`config.mk`:
```
export PLATFORM = sky130hd
export DESIGN_NAME = atcc_top
export DESIGN_NICKNAME = d
export VERILOG_FILES = /design/src/atcc_pkg.sv /design/src/atcc_ctl_if.sv /design/src/atcc_seq.sv /design/src/atcc_top.sv
export SDC_FILE = /design/constraint.sdc
export NUM_CORES = 1
export LEC_CHECK = 0
export ABC_AREA = 1
export BUFFER_PORTS_ARGS = -buffer_cell sky130_fd_sc_hd__buf_2
export CORE_MARGIN = 2
export CORE_UTILIZATION = 39
export CTS_CLUSTER_SIZE = 24
export DETAILED_ROUTE_END_ITERATION = 7
export PLACE_DENSITY_LB_ADDON = 0.15
export SYNTH_ARGS = -nofsm -noshare
export SYNTH_HDL_FRONTEND = slang
export SYNTH_SLANG_ARGS = --single-unit
```
`constraint.sdc`:
```
create_clock -name CORE_CLK -period 2.1 [get_ports CORE_CLK]
set_input_delay 0.21 -clock CORE_CLK [delete_from_list [all_inputs] [get_ports CORE_CLK]]
set_output_delay 0.21 -clock CORE_CLK [all_outputs]
set_load 0.01 [all_outputs]
```
`src/atcc_pkg.sv`:
```
// package: register map, field layout and timing constants of the converter control
package atcc_pkg;
  // register byte addresses on the apb bus (one word each)
  localparam logic [11:0] TRIG_CTRL_ADDR   = 12'h000;
  localparam logic [11:0] CTRL_STAT_ADDR   = 12'h004;
  localparam logic [11:0] IRQ_STAT_ADDR    = 12'h008;
  localparam logic [11:0] IRQ_MASK_ADDR    = 12'h00c;
  localparam logic [11:0] RESULT_ADDR      = 12'h010;
  // trigger control layout
  localparam int          TRIG_EN_BIT      = 7;
  localparam logic [7:0]  TRIG_CTRL_RESET  = 8'h7f;  // unused bits read one
  // control/status layout
  localparam int          END_FLAG_BIT     = 7;
  localparam int          IRQ_EN_BIT       = 6;
  localparam int          START_BIT        = 5;
  localparam int          SCAN_BIT         = 4;
  localparam int          CLK_SEL_BIT      = 3;
  localparam int          INPUT_SEL_MSB    = 2;
  localparam logic [7:0]  CTRL_STAT_RESET  = 8'h00;
  // interrupt status/mask layout
  localparam int          EV_DONE_BIT      = 0;  // conversion ended
  localparam int          EV_TRIG_BIT      = 1;  // external trigger accepted
  localparam int          EV_WIDTH         = 2;
  // conversion times in states
  localparam int          SLOW_STATES      = 266;
  localparam int          FAST_STATES      = 134;
  localparam int          CNT_W            = 9;
  localparam logic [CNT_W-1:0] SLOW_CYCLES = CNT_W'(SLOW_STATES);
  localparam logic [CNT_W-1:0] FAST_CYCLES = CNT_W'(FAST_STATES);
  localparam logic [31:0] APB_ERR_DATA     = 32'h0000_0000;
  localparam logic [2:0]  IN_COUNT         = 3'h4;   // inputs per scan group
  // converter sequencer states
  typedef enum logic [2:0] {
    ATCC_IDLE = 3'b001,
    ATCC_CONV = 3'b010,
    ATCC_DONE = 3'b100
  } atcc_state_e;
endpackage : atcc_pkg

```
`src/atcc_ctl_if.sv`:
```
// interface: register fields and events between the apb slave and the sequencer
interface atcc_ctl_if;
  logic       trig_enable;    // external trigger armed
  logic       irq_enable;     // conversion interrupt enable
  logic       scan_mode;      // scan over a group of inputs
  logic       clk_select;     // one = fast conversion
  logic [2:0] input_select;   // channel field
  logic       sw_start;       // one-cycle start from software write
  logic       busy;           // conversion in progress
  logic       done_pulse;     // one-cycle end of whole conversion
  logic       trig_pulse;     // one-cycle accepted external trigger
  logic [2:0] cur_input;      // input now being converted
  modport regs (output trig_enable, irq_enable, scan_mode, clk_select, input_select,
                output sw_start, input busy, done_pulse, trig_pulse, cur_input);
  modport seq  (input trig_enable, irq_enable, scan_mode, clk_select, input_select,
                input sw_start, output busy, done_pulse, trig_pulse, cur_input);
endinterface : atcc_ctl_if

```
`src/atcc_seq.sv`:
```
// module: conversion sequencer with external trigger edge detection
module atcc_seq (
  input  wire logic  clk,
  input  wire logic  rst_b,
  input  wire logic  trig_pin,
  atcc_ctl_if.seq    ctl
);
  typedef struct packed {
    atcc_pkg::atcc_state_e            state;
    logic [atcc_pkg::CNT_W-1:0]       cnt;     // states left in this input
    logic [2:0]                       cur;     // current input
    logic [2:0]                       last;    // last input of the group
    logic                             pin_d;   // previous trigger pin level
    logic                             done;    // end pulse
    logic                             trig;    // trigger pulse
  } atcc_seq_s;
  atcc_seq_s s_reg, s_next;

  // conversion length for the selected clock
  function automatic logic [atcc_pkg::CNT_W-1:0] conv_len(input logic fast);
    conv_len = fast ? atcc_pkg::FAST_CYCLES : atcc_pkg::SLOW_CYCLES;
  endfunction

  logic fall;
  // falling edge only counts while armed
  assign fall = ctl.trig_enable && s_reg.pin_d && !trig_pin;

  // next-state logic
  always_comb begin
    s_next       = s_reg;
    s_next.pin_d = trig_pin;
    s_next.done  = 1'b0;
    s_next.trig  = 1'b0;
    unique case (s_reg.state)
      atcc_pkg::ATCC_IDLE: begin
        if (ctl.sw_start || fall) begin
          s_next.state = atcc_pkg::ATCC_CONV;
          s_next.trig  = fall && !ctl.sw_start;
          // scan starts at group base, single uses the field directly
          s_next.cur   = ctl.scan_mode ? {ctl.input_select[2], 2'b00}
                                       : ctl.input_select;
          s_next.last  = ctl.input_select;
          // count minus two, the done state supplies the last state
          s_next.cnt   = conv_len(ctl.clk_select) - atcc_pkg::CNT_W'(2);
        end
      end
      atcc_pkg::ATCC_CONV: begin
        if (s_reg.cnt != '0) begin
          s_next.cnt = s_reg.cnt - atcc_pkg::CNT_W'(1);
        end else if (ctl.scan_mode && s_reg.cur != s_reg.last) begin
          // next input of the group restarts the timer
          s_next.cur = s_reg.cur + 3'h1;
          s_next.cnt = conv_len(ctl.clk_select) - atcc_pkg::CNT_W'(1);
        end else begin
          s_next.state = atcc_pkg::ATCC_DONE;
        end
      end
      atcc_pkg::ATCC_DONE: begin
        s_next.state = atcc_pkg::ATCC_IDLE;
        s_next.done  = 1'b1;
      end
      default: s_next.state = atcc_pkg::ATCC_IDLE;  // illegal code recovers
    endcase
  end

  // state register
  always_ff @(posedge clk or negedge rst_b) begin
    if (!rst_b) begin
      s_reg <= '{state: atcc_pkg::ATCC_IDLE, cnt: '0, cur: 3'h0, last: 3'h0,
                 pin_d: 1'b1, done: 1'b0, trig: 1'b0};
    end else begin
      s_reg <= s_next;
    end
  end

  assign ctl.busy       = (s_reg.state != atcc_pkg::ATCC_IDLE);
  assign ctl.done_pulse = s_reg.done;
  assign ctl.trig_pulse = s_reg.trig;
  assign ctl.cur_input  = s_reg.cur;

  // cycles in one single conversion
  logic [atcc_pkg::CNT_W:0] run_cnt;
  always_ff @(posedge clk or negedge rst_b) begin
    if (!rst_b) run_cnt <= '0;
    else if (s_reg.state == atcc_pkg::ATCC_IDLE) run_cnt <= '0;
    else run_cnt <= run_cnt + (atcc_pkg::CNT_W+1)'(1);
  end

  a_trig_ignored: assert property (@(posedge clk) disable iff (!rst_b)
    (!ctl.trig_enable && !ctl.sw_start && s_reg.state == atcc_pkg::ATCC_IDLE)
      |=> s_reg.state == atcc_pkg::ATCC_IDLE) else $error("trigger not ignored");
  a_trig_starts: assert property (@(posedge clk) disable iff (!rst_b)
    (fall && s_reg.state == atcc_pkg::ATCC_IDLE)
      |=> s_reg.state == atcc_pkg::ATCC_CONV) else $error("trigger edge missed");
  a_slow_time: assert property (@(posedge clk) disable iff (!rst_b)
    (s_reg.done && !ctl.scan_mode && !ctl.clk_select)
      |-> run_cnt <= (atcc_pkg::CNT_W+1)'(atcc_pkg::SLOW_STATES))
    else $error("slow conversion too long");
  a_fast_time: assert property (@(posedge clk) disable iff (!rst_b)
    (s_reg.done && !ctl.scan_mode && ctl.clk_select)
      |-> run_cnt <= (atcc_pkg::CNT_W+1)'(atcc_pkg::FAST_STATES))
    else $error("fast conversion too long");
  a_single_input: assert property (@(posedge clk) disable iff (!rst_b)
    (s_reg.state == atcc_pkg::ATCC_IDLE && ctl.sw_start && !ctl.scan_mode)
      |=> s_reg.cur == $past(ctl.input_select)) else $error("wrong single input");
  // counted from entry into convert; the start pulse sits one stage before it
  a_fast_bound: assert property (@(posedge clk) disable iff (!rst_b)
    (s_reg.state == atcc_pkg::ATCC_IDLE && ctl.sw_start && ctl.clk_select
     && !ctl.scan_mode) |=> ##[1:134] s_reg.done) else $error("fast end late");
  c_fast_done: cover property (@(posedge clk) s_reg.done && ctl.clk_select);
  c_ext_start: cover property (@(posedge clk) s_reg.trig);
  c_scan_run:  cover property (@(posedge clk) s_reg.done && ctl.scan_mode);
endmodule : atcc_seq

```
`src/atcc_top.sv`:
```
// module: converter trigger and clock control with apb register slave
//
// The implementer's own choices: the placing of the registers and the APB interface to the registers.
module atcc_top (
  input  wire logic        CORE_CLK,
  input  wire logic        RST_B,
  input  wire logic        PSEL,
  input  wire logic        PENABLE,
  input  wire logic        PWRITE,
  input  wire logic [11:0] PADDR,
  input  wire logic [31:0] PWDATA,
  input  wire logic [3:0]  PSTRB,
  output logic      [31:0] PRDATA,
  output logic             PREADY,
  output logic             PSLVERR,
  input  wire logic        EXT_CONVERT_TRIGGER_PIN,
  output logic             CONV_IRQ,
  output logic             IRQ
);
  atcc_ctl_if ctl ();

  typedef struct packed {
    logic                          trig_en;   // trigger enable field
    logic [7:0]                    ctrl;      // control/status byte
    logic                          end_seen;  // flag was read as one
    logic [atcc_pkg::EV_WIDTH-1:0] ev_stat;   // sticky events
    logic [atcc_pkg::EV_WIDTH-1:0] ev_mask;   // event mask
    logic                          start;     // start pulse to sequencer
    logic [31:0]                   rdata;     // apb read data
    logic                          ready;     // apb ready
    logic                          err;       // apb error
    logic                          conv_irq;  // conversion interrupt line
    logic                          irq;       // masked event interrupt
  } atcc_top_s;
  atcc_top_s r_reg, r_next;

  logic acc, wr, rd, hit;
  // access phase, answered in one cycle with ready
  assign acc = PSEL && PENABLE && !r_reg.ready;
  assign wr  = acc && PWRITE && PSTRB[0];
  assign rd  = acc && !PWRITE;
  assign hit = (PADDR == atcc_pkg::TRIG_CTRL_ADDR) || (PADDR == atcc_pkg::CTRL_STAT_ADDR)
            || (PADDR == atcc_pkg::IRQ_STAT_ADDR)  || (PADDR == atcc_pkg::IRQ_MASK_ADDR)
            || (PADDR == atcc_pkg::RESULT_ADDR);

  // trigger control byte as seen by software
  function automatic logic [7:0] trig_byte(input logic en);
    trig_byte = atcc_pkg::TRIG_CTRL_RESET;
    trig_byte[atcc_pkg::TRIG_EN_BIT] = en;
  endfunction

  // register and bus logic
  always_comb begin
    logic [7:0] wb;
    logic [7:0] c;
    wb = PWDATA[7:0];
    c  = r_reg.ctrl;
    r_next       = r_reg;
    r_next.ready = acc;
    r_next.err   = acc && !hit;
    r_next.rdata = atcc_pkg::APB_ERR_DATA;
    r_next.start = 1'b0;
    if (wr && PADDR == atcc_pkg::TRIG_CTRL_ADDR) begin
      r_next.trig_en = wb[atcc_pkg::TRIG_EN_BIT];
    end
    if (wr && PADDR == atcc_pkg::CTRL_STAT_ADDR) begin
      // flag accepts only a zero, and only after it was read as one
      c[atcc_pkg::IRQ_EN_BIT:0] = wb[atcc_pkg::IRQ_EN_BIT:0];
      if (!wb[atcc_pkg::END_FLAG_BIT] && r_reg.end_seen) begin
        c[atcc_pkg::END_FLAG_BIT] = 1'b0;
        r_next.end_seen = 1'b0;
      end
      // start bit can be cleared while busy from this simple path
      if (wb[atcc_pkg::START_BIT] && !r_reg.ctrl[atcc_pkg::START_BIT]) begin
        r_next.start = 1'b1;
      end
      // scan, clock select and input field changes are frozen during a conversion to keep it coherent
      if (ctl.busy) begin
        c[atcc_pkg::SCAN_BIT:0] = r_reg.ctrl[atcc_pkg::SCAN_BIT:0];
      end
    end
    if (ctl.trig_pulse) begin
      c[atcc_pkg::START_BIT] = 1'b1;  // external start shows as busy
    end
    if (ctl.done_pulse) begin
      c[atcc_pkg::END_FLAG_BIT] = 1'b1;  // set wins over clear
      c[atcc_pkg::START_BIT]    = 1'b0;
    end
    r_next.ctrl = c;
    if (rd && PADDR == atcc_pkg::CTRL_STAT_ADDR && r_reg.ctrl[atcc_pkg::END_FLAG_BIT]) begin
      r_next.end_seen = 1'b1;
    end
    if (wr && PADDR == atcc_pkg::IRQ_MASK_ADDR) begin
      r_next.ev_mask = wb[atcc_pkg::EV_WIDTH-1:0];
    end
    // read data
    if (rd) begin
      unique case (PADDR)
        atcc_pkg::TRIG_CTRL_ADDR: r_next.rdata = {24'h0, trig_byte(r_reg.trig_en)};
        atcc_pkg::CTRL_STAT_ADDR: r_next.rdata = {24'h0, r_reg.ctrl};
        atcc_pkg::IRQ_STAT_ADDR:  r_next.rdata = {30'h0, r_reg.ev_stat};
        atcc_pkg::IRQ_MASK_ADDR:  r_next.rdata = {30'h0, r_reg.ev_mask};
        atcc_pkg::RESULT_ADDR:    r_next.rdata = {29'h0, ctl.cur_input};
        default:                  r_next.rdata = atcc_pkg::APB_ERR_DATA;
      endcase
    end
    // sticky events cleared by reading, a new event wins
    if (rd && PADDR == atcc_pkg::IRQ_STAT_ADDR) begin
      r_next.ev_stat = '0;
    end
    if (ctl.done_pulse) r_next.ev_stat[atcc_pkg::EV_DONE_BIT] = 1'b1;
    if (ctl.trig_pulse) r_next.ev_stat[atcc_pkg::EV_TRIG_BIT] = 1'b1;
    r_next.irq      = |(r_next.ev_stat & r_next.ev_mask);
    r_next.conv_irq = c[atcc_pkg::END_FLAG_BIT] && c[atcc_pkg::IRQ_EN_BIT];
  end

  // state register
  always_ff @(posedge CORE_CLK or negedge RST_B) begin
    if (!RST_B) begin
      r_reg <= '{trig_en: 1'b0, ctrl: atcc_pkg::CTRL_STAT_RESET, end_seen: 1'b0,
                 ev_stat: '0, ev_mask: '0, start: 1'b0, rdata: '0, ready: 1'b0,
                 err: 1'b0, conv_irq: 1'b0, irq: 1'b0};
    end else begin
      r_reg <= r_next;
    end
  end

  // fields handed to the sequencer
  assign ctl.trig_enable  = r_reg.trig_en;
  assign ctl.irq_enable   = r_reg.ctrl[atcc_pkg::IRQ_EN_BIT];
  assign ctl.scan_mode    = r_reg.ctrl[atcc_pkg::SCAN_BIT];
  assign ctl.clk_select   = r_reg.ctrl[atcc_pkg::CLK_SEL_BIT];
  assign ctl.input_select = r_reg.ctrl[atcc_pkg::INPUT_SEL_MSB:0];
  assign ctl.sw_start     = r_reg.start;

  atcc_seq u_seq (
    .clk      (CORE_CLK),
    .rst_b    (RST_B),
    .trig_pin (EXT_CONVERT_TRIGGER_PIN),
    .ctl      (ctl)
  );

  assign PRDATA   = r_reg.rdata;
  assign PREADY   = r_reg.ready;
  assign PSLVERR  = r_reg.err;
  assign CONV_IRQ = r_reg.conv_irq;
  assign IRQ      = r_reg.irq;

  a_flag_sets: assert property (@(posedge CORE_CLK) disable iff (!RST_B)
    ctl.done_pulse |=> r_reg.ctrl[atcc_pkg::END_FLAG_BIT]) else $error("end flag not set");
  a_irq_follow: assert property (@(posedge CORE_CLK) disable iff (!RST_B)
    (ctl.done_pulse && r_reg.ctrl[atcc_pkg::IRQ_EN_BIT]) |=> CONV_IRQ)
    else $error("irq missing");
  a_no_blind_clr: assert property (@(posedge CORE_CLK) disable iff (!RST_B)
    (r_reg.ctrl[atcc_pkg::END_FLAG_BIT] && !r_reg.end_seen)
      |=> r_reg.ctrl[atcc_pkg::END_FLAG_BIT])
    else $error("flag cleared unread");
  a_apb_ready: assert property (@(posedge CORE_CLK) disable iff (!RST_B)
    (PSEL && PENABLE && !PREADY) |=> PREADY) else $error("apb answer late");
  c_flag_clear: cover property (@(posedge CORE_CLK) $fell(r_reg.ctrl[atcc_pkg::END_FLAG_BIT]));
endmodule : atcc_top

```
==> results.md, run 1 <==
- Status: finished, final reports clean
- Initial Utilization: 0.403
- First-pass GRT wire length: 8800 um
- Drc violations: 0
- WL met1: 2400 um
- Area leader, netlist: dfrtp_1
- Min Hold Slack: 0.0191 ns
- Ys flop type: dfrtp_1
- DIE AREA: 7720 sq um
- CTS max path bufs: 2
- Setup TNS Final: 0 ns
- CP delay by family, top: simple AND/OR/NAND/NOR gates
- Worst min path class: in2reg
- Dpl cell area: 2910 sq um
- Number of global-route vias before repair: 1952
- Drt via density: 4.47
- Power per cell area: 923 nW/um^2
- DRT Pass-1 Iters: 4
- Placed Cells: 453
- Compound-Gate Fraction of Synth Area: 0.0913
- Largest family of logic cells by synthesized area: simple AND/OR/NAND/NOR gates
- XOR/XNOR share of the synthesized area: 0.0128
- CTS tree: built
- CP cell instances: nor2_2, nand2_1, inv_2, nand2_2, inv_2, nor2_1, ha_1, nand3_1, nor2_2, nand2_1, nand2_1, nand3_1, a21oi_1
- Placed wire-length estimate: 4120 um
- Initial antenna violation count: 0
- Fraction of layout cells with a size suffix above 1: 0.251
- Mux cell area share after synthesis: 0.0301
- Max reg flops: 16
- Clock sink count: 48
- Gr usage total: 0.146
- Row cnt: 30
- Max cap viols: 0
- DR WL met2: 2690 um
- Antenna viol nets, final: 0
- Ranking of synthesized cells by area: dfrtp_1 42%, buf_4 8.8%, nand2_1 7.8%, inv_1 5.2%, nor2_1 3.8%
- Number of flops mapped to enable cells by yosys: 0
- First-iteration detailed-routing DRC count: 36
- Worst-Skew Late Latency: 0.30 ns
- RSZ-0062 raised after global routing: no
- Syn Inst Count: 328
- RePlAce Congestion: 0.836
- PostCTS Resize Cnt: 0
- Syn_area_per_cell: 8.36 sq um
- CP required: 2.33 ns
- Post-layout min period: 1.76 ns
- Die Span Y: 87.8 um
- Post-synthesis register bit count: 48
- Number of I/O pins: 90
- Setup Fix Bufs, Post-CTS: 0
- Final cell count without fillers: 462
- Final Util: 0.443
- Top layer in use: met4
- Slowest CP cell: dfrtp_1
- Clock skew: 0.0107 ns
- CP Capture Type: flop
- FILL cells: 677
- H-Tree Depth: 2
- Post-Syn Area: 2740 sq um
- Met3 wire len: 147 um
- Detailed-route via count: 2063
- Core Region: 6790 sq um
- Fmax: 568 MHz
- Die X: 87.8 um
- Tcrit/Tclk final: 0.839
- Syn-to-layout area delta: 9.77%
- CTS root buf: clkbuf_8
- Largest net degree at the start of global routing: 26
- Hold Fails Final Rpt: 0
- Worst IR Drop VDD: 0.525 mV
- Largest stage delay on the critical path: 0.43 ns
- Most used cell along the critical path: nand2_1
- Startpoint types: flop
- Nets@finish: 421
- Slew margin rel.: 0.599
- Total CTS buffers: 5
- # setup viols final: 0
- Crit Path Max Fanout: 5
- Antenna fix cells: 0
- Leakage power: 1.58 nW
- CTS clock-pin slew for the worst setup and hold paths: 0.09 ns
- Simple-Gate Fraction of Synth Area: 0.251
- Overflow after GRT: 0
- Measured slew at the worst slew-check pin: 0.601 ns
- Buf+Inv Stages, Crit Path: 2
- Seq/Total Area, Yosys: 0.439
- Routed wire length per instance: 11.4 um
- Synthesis warning total: 0
- Port Buffers: 38
- Synth cell types: 39
- WS Path Type: reg2reg
- Crit path DAT: 1.99 ns
- Post-synthesis adder-cell area fraction: 0.00913
- Slew Viols, Final: 0
- Design Area, Final: 3010 sq um
- Drt total wl: 5270 um
- Asr flop ratio synth: 1.00
- Post-synth top area share: 0.420
## worst register-to-register path, cell delays in order (launching register included)
cell     delay (ns)
dfrtp_1        0.43
nor2_2         0.07
nand2_1        0.09
inv_2          0.06
nand2_2        0.07
inv_2          0.05
nor2_1         0.09
ha_1           0.19
nand3_1        0.13
nor2_2         0.19
nand2_1        0.07
nand2_1        0.06
nand3_1        0.06
a21oi_1        0.12
## power breakdown
part	internal, mW	total, mW	leakage [nW]	switching (mW)
clock	0.269	0.561	0.0455	0.292
combinational	0.367	1.07	0.913	0.699
sequential	1.05	1.15	0.620	0.0996
## Yosys cell counts, types with 2 or more instances
master,instances
nor2_2,5
xnor2_1,3
nand3_2,4
nor3_1,3
inv_2,14
o21ai_1,15
nor2_4,3
buf_4,32
dfrtp_1,46
nand2_1,57
o22ai_1,3
nand4_1,2
dfstp_2,2
ha_1,2
a21oi_1,11
nand3_1,19
inv_1,38
a31oi_1,2
mux2_4,4
nor2_1,28
nand2_2,5
nor3_4,2
nor3_2,2
o21ai_0,11
## per-layer routing
metal,vias to the layer above,global-route usage
met2,38,0.267
met5,-,0
met1,964,0.175
met3,4,0.0311
li1,1057,-
met4,0,0.0336
## through the flow
step | setup WS [ns] | total power [mW]
after global placement | 0.355 | 2.22
after global routing | 0.0786 | 3.01
after CTS | 0.322 | 2.81
after detailed placement | 0.355 | 2.24
final | 0.339 | 2.78
after floorplan | 0.527 | 2.06
## layout by cell type (no fill, tap or decap), drive strengths merged
cell         Yosys  layout
nand2           62      62
inv             52      52
dfrtp           46      46
buf             34      40
nor2            37      37
o21ai           26      26
conb             1      24
nand3           24      24
a21oi           12      12
clkbuf           0       8
nor3             7       7
mux2             6       6
o22ai            3       3
xnor2            3       3
nand4            2       2
a31oi            2       2
ha               2       2
dfstp            2       2
o21bai           1       1
a22o             1       1
nor3b            1       1
o21a             1       1
nand3b           1       1
xor2             1       1
or2              1       1
dlygate4sd3      0       1
## cells by family (layout without fill, tap and decap cells)
group | after synthesis | after routing
compound gates | 46 | 46
xor+xnor | 4 | 4
fa+ha+maj | 2 | 2
buf+inv | 86 | 101
flops | 48 | 48
mux | 6 | 6
other cells | 1 | 24
simple gates | 135 | 135
## path summary, 6_finish.rpt
check | from | to | slack [ns] | cells past startpoint
setup / recovery | u_seq.s_reg[14]$_DFFE_PN0P_ | u_seq.s_reg[17]$_DFFE_PN0P_ | 0.34 | 13
hold / removal | EXT_CONVERT_TRIGGER_PIN | u_seq.s_reg[2]$_DFF_PN1_ | 0.02 | 1
setup reg to reg | u_seq.s_reg[14]$_DFFE_PN0P_ | u_seq.s_reg[17]$_DFFE_PN0P_ | 0.34 | 13
hold reg to reg | u_seq.ctl.done_pulse$_DFF_PN0_ | r_reg[47]$_DFFE_PN0P_ | 0.43 | 1
max in group asynchronous | RST_B | u_seq.s_reg[18]$_DFFE_PN1P_ | 1.04 | 3
min in group asynchronous | RST_B | PSLVERR$_DFF_PN0_ | 0.45 | 2
## final cells by class
cell class | instances | area (sq um) | share of cell area
flip-flops and latches | 48 | 1200 | 0.400
multi-input cells | 217 | 1170 | 0.390
repair buffers | 41 | 228 | 0.0757
inverters | 52 | 195 | 0.0649
well taps | 96 | 120 | 0.0399
clock buffers | 8 | 90.1 | 0.0299
## repair_timing
| action | in CTS | in global routing |
|---|---|---|
| hold buffers | 1 | 0 |
| endpoints found under the setup margin | 0 | 0 |
| hold endpoints to repair | 24 | 0 |
No activity file was read; power rests on OpenSTA's default activity.
==> run 2: changes to the inputs <==
--- a/config.mk
+++ b/config.mk
@@ -5,7 +5,7 @@
 export SDC_FILE = /design/constraint.sdc
 export NUM_CORES = 1
 export LEC_CHECK = 0
-export ABC_AREA = 1
+export ABC_AREA = 0
 export BUFFER_PORTS_ARGS = -buffer_cell sky130_fd_sc_hd__buf_2
 export CORE_MARGIN = 2
 export CORE_UTILIZATION = 39
==> constraint.sdc (replaced) <==
create_clock -name CORE_CLK -period 1.6 [get_ports CORE_CLK]
set_input_delay 0.16 -clock CORE_CLK [delete_from_list [all_inputs] [get_ports CORE_CLK]]
set_output_delay 0.16 -clock CORE_CLK [all_outputs]
set_load 0.01 [all_outputs]
==> run 2 against run 1 <==
- the run now ends with setup timing left
- worst hold slack improved by 0.048 ns
- clock skew barely moved
- register-to-register slack got worse by 0.72 ns
- combinational power fell by 85%
- critical endpoint is now u_seq.s_reg[11]$_DFFE_PN0P_
- largest power group unchanged
- highest routed layer unchanged
==> results.md, run 2 <==
- Status: complete, but fails checks
- Violated checks: setup timing
- Clock skew: 0.0102 ns
- Placed wire-length estimate: 4450 um
- Slew Viols, Final: 0
- Crit path DAT: 2.18 ns
- CTS clock-pin slew for the worst setup and hold paths: 0.10 ns
- Syn Inst Count: 256
- Post-synth top area share: 0.448
- Largest stage delay on the critical path: 0.41 ns
- Nets@finish: 401
- Reg2reg path depth: 7
- Buf+Inv Stages, Crit Path: 0
- Worst path depth: 7
- Commonest non-fill, non-tap cell in the layout: buf_4
- RSZ-0062 raised after global routing: yes
- XOR/XNOR share of the synthesized area: 0.0171
- Drc violations: 0
- Setup WS post-layout: -0.386 ns
- Syn_area_per_cell: 10.0 sq um
- Synth cell types: 57
- Setup TNS Final: -2.70 ns
- Seq/Total Area, Yosys: 0.469
- Fraction of layout cells with a size suffix above 1: 0.442
- Port Buffers: 38
- Die Span Y: 85.1 um
- Reg2reg start: u_seq.s_reg[10]$_DFFE_PN0P_
- Synth top cells by count: 46 x dfrtp_1, 32 x buf_4, 19 x nor2_1
- Largest net degree at the start of global routing: 26
- Ranking of synthesized cells by area: dfrtp_1 45%, buf_4 9.4%, mux2_2 3.9%, nor2_1 2.8%, o21ai_0 2.7%
- Gr usage total: 0.166
- H-Tree Depth: 2
- Hold Crit Start: PWDATA[2]
- Detailed-route via count: 2131
- Area leader, netlist: dfrtp_1
- Antenna viol nets, final: 0
- First-pass GRT wire length: 9470 um
- # setup viols final: 19
- CTS tree: built
- Power per cell area: 697 nW/um^2
- Max cap viols: 0
- Synthesis warning total: 0
- Hold Fails Final Rpt: 0
- Count leader, synth: dfrtp_1
- Initial Utilization: 0.404
- Number of I/O pins: 90
- Fmax: 504 MHz
- Row cnt: 29
- Simple-Gate Fraction of Synth Area: 0.186
- Worst Setup EP: u_seq.s_reg[11]$_DFFE_PN0P_
- Number of global-route vias before repair: 1982
- Antenna fix cells: 0
- Commonest non-fill, non-tap cells in the layout: 47 x buf_4, 45 x dfrtp_1, 38 x buf_2
- Syn-to-layout area delta: 36.2%
- Compound-Gate Fraction of Synth Area: 0.139
- CP required: 1.79 ns
- Startpoint types: flop
- Ys flop type: dfrtp_1
- Drt total wl: 5850 um
- CP cell instances: nor4_4, and3_4, nor2_2, ha_2, and4b_1, or3_1, a22o_1
- Post-Syn Area: 2570 sq um
- Mux cell area share after synthesis: 0.0551
- Initial antenna violation count: 0
- Routed wire length per instance: 13.8 um
- Asr flop ratio synth: 1.00
- DIE AREA: 7250 sq um
- Worst IR Drop VDD: 0.414 mV
- Post-layout min period: 1.99 ns
- Post-synthesis register bit count: 48
- Worst min path class: in2reg
- Drt via density: 5.04
- First-iteration detailed-routing DRC count: 131
- RePlAce Congestion: 0.804
- CTS root buf: clkbuf_8
- CP Launch Point: u_seq.s_reg[10]$_DFFE_PN0P_
- Total CTS buffers: 5
- WS Path Type: reg2reg
- Crit Path Max Fanout: 3
- Largest family of logic cells by synthesized area: simple AND/OR/NAND/NOR gates
- Setup slack, reg-to-reg: -0.39 ns
- Number of flops mapped to enable cells by yosys: 0
- CP delay by family, top: simple AND/OR/NAND/NOR gates
- Overflow after GRT: 0
- Clock sink count: 48
- Core Region: 6350 sq um
- Die X: 85.1 um
- Slowest CP cell: dfrtp_1
- CP Capture Type: flop
- Worst-Skew Late Latency: 0.31 ns
- R2r endpoint: u_seq.s_reg[11]$_DFFE_PN0P_
- DRT Pass-1 Iters: 4
- Tcrit/Tclk final: 1.24
- Design Power: 2.44 mW
- Leakage power: 1.70 nW
- Post-synthesis adder-cell area fraction: 0.00975
- Max reg flops: 16
- CTS max path bufs: 2
[run 2: worst min-delay path by stage]
stage,endpoint,cells past startpoint
after detailed placement,u_seq.s_reg[15]$_DFFE_PN0P_,1
after floorplan,CONV_IRQ$_DFF_PN0_,0
after global placement,u_seq.s_reg[15]$_DFFE_PN0P_,1
after global routing,ctl.scan_mode$_DFFE_PN0P_,2
after CTS,ctl.input_select[2]$_DFFE_PN0P_,3
final,ctl.input_select[2]$_DFFE_PN0P_,3
[run 2: routing by layer]
| metal | wire length (um) | vias to the layer above | GRT usage |
|---|---|---|---|
| met5 | 0 | - | 0 |
| met4 | 67 | 0 | 0.0519 |
| met3 | 182 | 6 | 0.0272 |
| met2 | 2770 | 52 | 0.261 |
| met1 | 2830 | 1033 | 0.235 |
| li1 | - | 1040 | - |
[run 2: area by class of cell]
type / instances / area (sq um)
Clock buffer: 5 / 68.8
Clock inverter: 3 / 68.8
Fill cell: 557 / 2850
Inverter: 15 / 56.3
Multi-Input combinational cell: 179 / 1330
Sequential cell: 48 / 1200
Tap cell: 77 / 96.3
Timing Repair Buffer: 96 / 673
[run 2: kinds of logic (layout without fill, tap and decap cells)]
logic type      Yosys count  count (layout)
other cells               1              24
fa+ha+maj                 2               2
xor+xnor                  5               5
mux                      13              13
compound gates           54              54
flops                    48              48
buf+inv                  52             119
simple gates             81              81
[run 2: stage by stage]
step	instances	area, sq um	hold WS (ns)	utilization	setup WS (ns)
after detailed placement	406	3120	0.0313	0.492	-0.373
final	423	3500	0.0674	0.551	-0.386
after CTS	421	3350	0.0527	0.528	-0.382
after floorplan	279	2720	-0.136	-	-0.643
after global placement	406	3120	0.0273	0.492	-0.356
after global routing	423	3500	0.0773	0.551	-0.468
[run 2: timing repair]
item | 4_1_cts | 5_1_grt
gates cloned | 0 | 0
endpoints found under the hold margin | 32 | 0
setup buffers | 5 | 3
gates resized for setup | 12 | 28
hold buffers | 2 | 0
pin swaps | 5 | 13
endpoints found under the setup margin | 20 | 31
[run 2: worst min-delay path, stage by stage]
cell,delay [ns]
buf_2,0.08
nand2_2,0.04
o21ai_1,0.06
[run 2: power by group]
group / total (mW) / internal (mW) / leakage [nW] / switching (mW)
Sequential: 1.22 / 1.22 / 0.608 / 0.00197
Clock: 1.05 / 0.629 / 0.0687 / 0.426
Combinational: 0.162 / 0.0606 / 1.02 / 0.101
Total: 2.44 / 1.91 / 1.70 / 0.529
==> run 3: changes to the inputs <==
--- a/config.mk
+++ b/config.mk
@@ -12,6 +12,7 @@
 export CTS_CLUSTER_SIZE = 24
 export DETAILED_ROUTE_END_ITERATION = 7
 export PLACE_DENSITY_LB_ADDON = 0.15
+export SETUP_SLACK_MARGIN = 0.5
 export SYNTH_ARGS = -nofsm -noshare
 export SYNTH_HDL_FRONTEND = slang
 export SYNTH_SLANG_ARGS = --single-unit
==> run 3 against run 2 <==
- the run still ends with setup timing left
- critical path depth stayed put
- global-route usage is 0.18 points higher
- critical endpoint unchanged
- highest routed layer unchanged
- routed wire length is 1.1% lower
- via count is 0.61% lower
- first-iteration DRC count is 44% lower
- core utilization is 2.0 points higher
==> results.md, run 3 (synthesis results as in run 2) <==
- Status: complete, but fails checks
- Violated checks: setup timing
- DRT Pass-1 Iters: 4
- Drt total wl: 5790 um
- Die Span Y: 85.1 um
- GRT busiest layer: met2
- CTS max path bufs: 2
- Gr usage total: 0.167
- Pre-CTS setup slack: -0.356 ns
- GR Layer Usage met2: 0.268
- RePlAce Congestion: 0.865
- Clock sink count: 48
- Largest stage delay on the critical path: 0.43 ns
- Placed wire-length estimate: 4350 um
- Max cap viols: 0
- Post-layout min period: 1.97 ns
- Number of global-route vias before repair: 2044
- # setup viols final: 22
- Met1 Track Usage GR: 0.227
- Buf+Inv Stages, Crit Path: 0
- Antenna viol nets, final: 0
- CTS root buf: clkbuf_8
- Crit Path Max Fanout: 3
- Die X: 85.1 um
- Setup WS post-layout: -0.373 ns
- Antenna fix cells: 0
- Commonest non-fill, non-tap cells in the layout: 45 x dfrtp_1, 45 x buf_4, 38 x buf_2
- Design Area, Final: 3630 sq um
- Worst IR Drop VDD: 0.353 mV
- CP Capture Type: flop
- Overflow after GRT: 0
- H-Tree Depth: 2
- RSZ-0062 raised after global routing: yes
- Setup slack, reg-to-reg: -0.37 ns
- Dpl cell area: 3190 sq um
- Hold Fails Final Rpt: 0
- Tcrit/Tclk final: 1.23
- Multi-input logic area: 1460 sq um
- FILL cells: 548
- Crit path DAT: 2.17 ns
- Startpoint types: flop
- First-pass GRT wire length: 9650 um
- Worst min path class: in2reg
- CP required: 1.80 ns
- Detailed-route via count: 2118
- CP cell instances: nor4_4, and3_4, nor2_1, ha_2, and4b_1, or3_1, a22o_1
- Worst path depth: 7
- Core Region: 6350 sq um
- Fmax: 507 MHz
- CTS clock-pin slew for the worst setup and hold paths: 0.09 ns
- Port Buffers: 38
- Row cnt: 29
- Number of I/O pins: 90
- Slew Viols, Final: 0
- Total CTS buffers: 5
- Initial Utilization: 0.404
- WS Path Type: reg2reg
- Power per cell area: 595 nW/um^2
- Leakage power: 1.73 nW
- Setup TNS Final: -2.84 ns
- Min Hold Slack: 0.0646 ns
- Min-Delay Path Depth: 3
- Initial antenna violation count: 0
- Reg2reg path depth: 7
- Drc violations: 0
- Nets@finish: 405
- CP delay by family, top: simple AND/OR/NAND/NOR gates
- Register area: 1200 sq um
- First-iteration detailed-routing DRC count: 74
- Max reg flops: 16
- M3 GR Usage: 0.0379
- Worst-Skew Late Latency: 0.30 ns
- Largest net degree at the start of global routing: 20
- Fraction of layout cells with a size suffix above 1: 0.491
- CTS tree: built
- Drt via density: 4.96
- DIE AREA: 7250 sq um
- Syn-to-layout area delta: 41.2%
- Routed wire length per instance: 13.6 um
- Slowest CP cell: dfrtp_2
- Clock skew: 0.00776 ns
## run 3: layout make-up
class | count | share of cell area
multi-input combinational | 179 | 0.401
sequential | 48 | 0.332
timing repair buffer | 100 | 0.198
tap | 77 | 0.0266
clock buffer | 7 | 0.0238
inverter | 15 | 0.0162
clock inverter | 1 | 0.00207
## run 3: worst paths after layout
check | startpoint | end
min in group asynchronous | RST_B | u_seq.s_reg[10]$_DFFE_PN0P_
max in group asynchronous | RST_B | u_seq.s_reg[2]$_DFF_PN1_
max | u_seq.s_reg[11]$_DFFE_PN0P_ | u_seq.s_reg[11]$_DFFE_PN0P_
max reg2reg | u_seq.s_reg[11]$_DFFE_PN0P_ | u_seq.s_reg[11]$_DFFE_PN0P_
min | PWDATA[3] | ctl.clk_select$_DFFE_PN0P_
min reg2reg | r_reg[47]$_DFFE_PN0P_ | ctl.sw_start$_DFF_PN0_
## run 3: layer usage
metal | up-vias | share of wire
met5 | - | 0
met4 | 0 | 0.010
met3 | 7 | 0.052
met2 | 56 | 0.48
met1 | 1012 | 0.46
li1 | 1043 | -
## run 3: worst register-to-register path, stage by stage, from the launching register on
cell and delay (ns):
dfrtp_2 0.43, nor4_4 0.30, and3_4 0.22, nor2_1 0.05
ha_2 0.17, and4b_1 0.19, or3_1 0.30, a22o_1 0.20
## run 3: where the power goes
part | leakage [nW] | total [mW] | switching (mW) | internal (mW)
combinational | 1.08 | 0.171 | 0.107 | 0.0645
sequential | 0.608 | 1.22 | 0.00224 | 1.22
clock | 0.0445 | 0.766 | 0.414 | 0.352
## run 3: per-stage QoR
step / util / cells / power (mW)
finish: 0.571 / 427 / 2.16
global route: 0.571 / 427 / 2.24
floorplan: - / 279 / 1.35
global placement: 0.503 / 405 / 1.40
CTS: 0.554 / 423 / 2.18
detailed placement: 0.503 / 405 / 1.40
## run 3: what timing repair did
item / 4_1_cts / 5_1_grt
pin swaps: 10 / 5
hold buffers: 2 / 0
hold endpoints to repair: 16 / 0
buffers inserted: 8 / 4
gates resized for setup: 38 / 16
endpoints found under the setup margin: 44 / 44
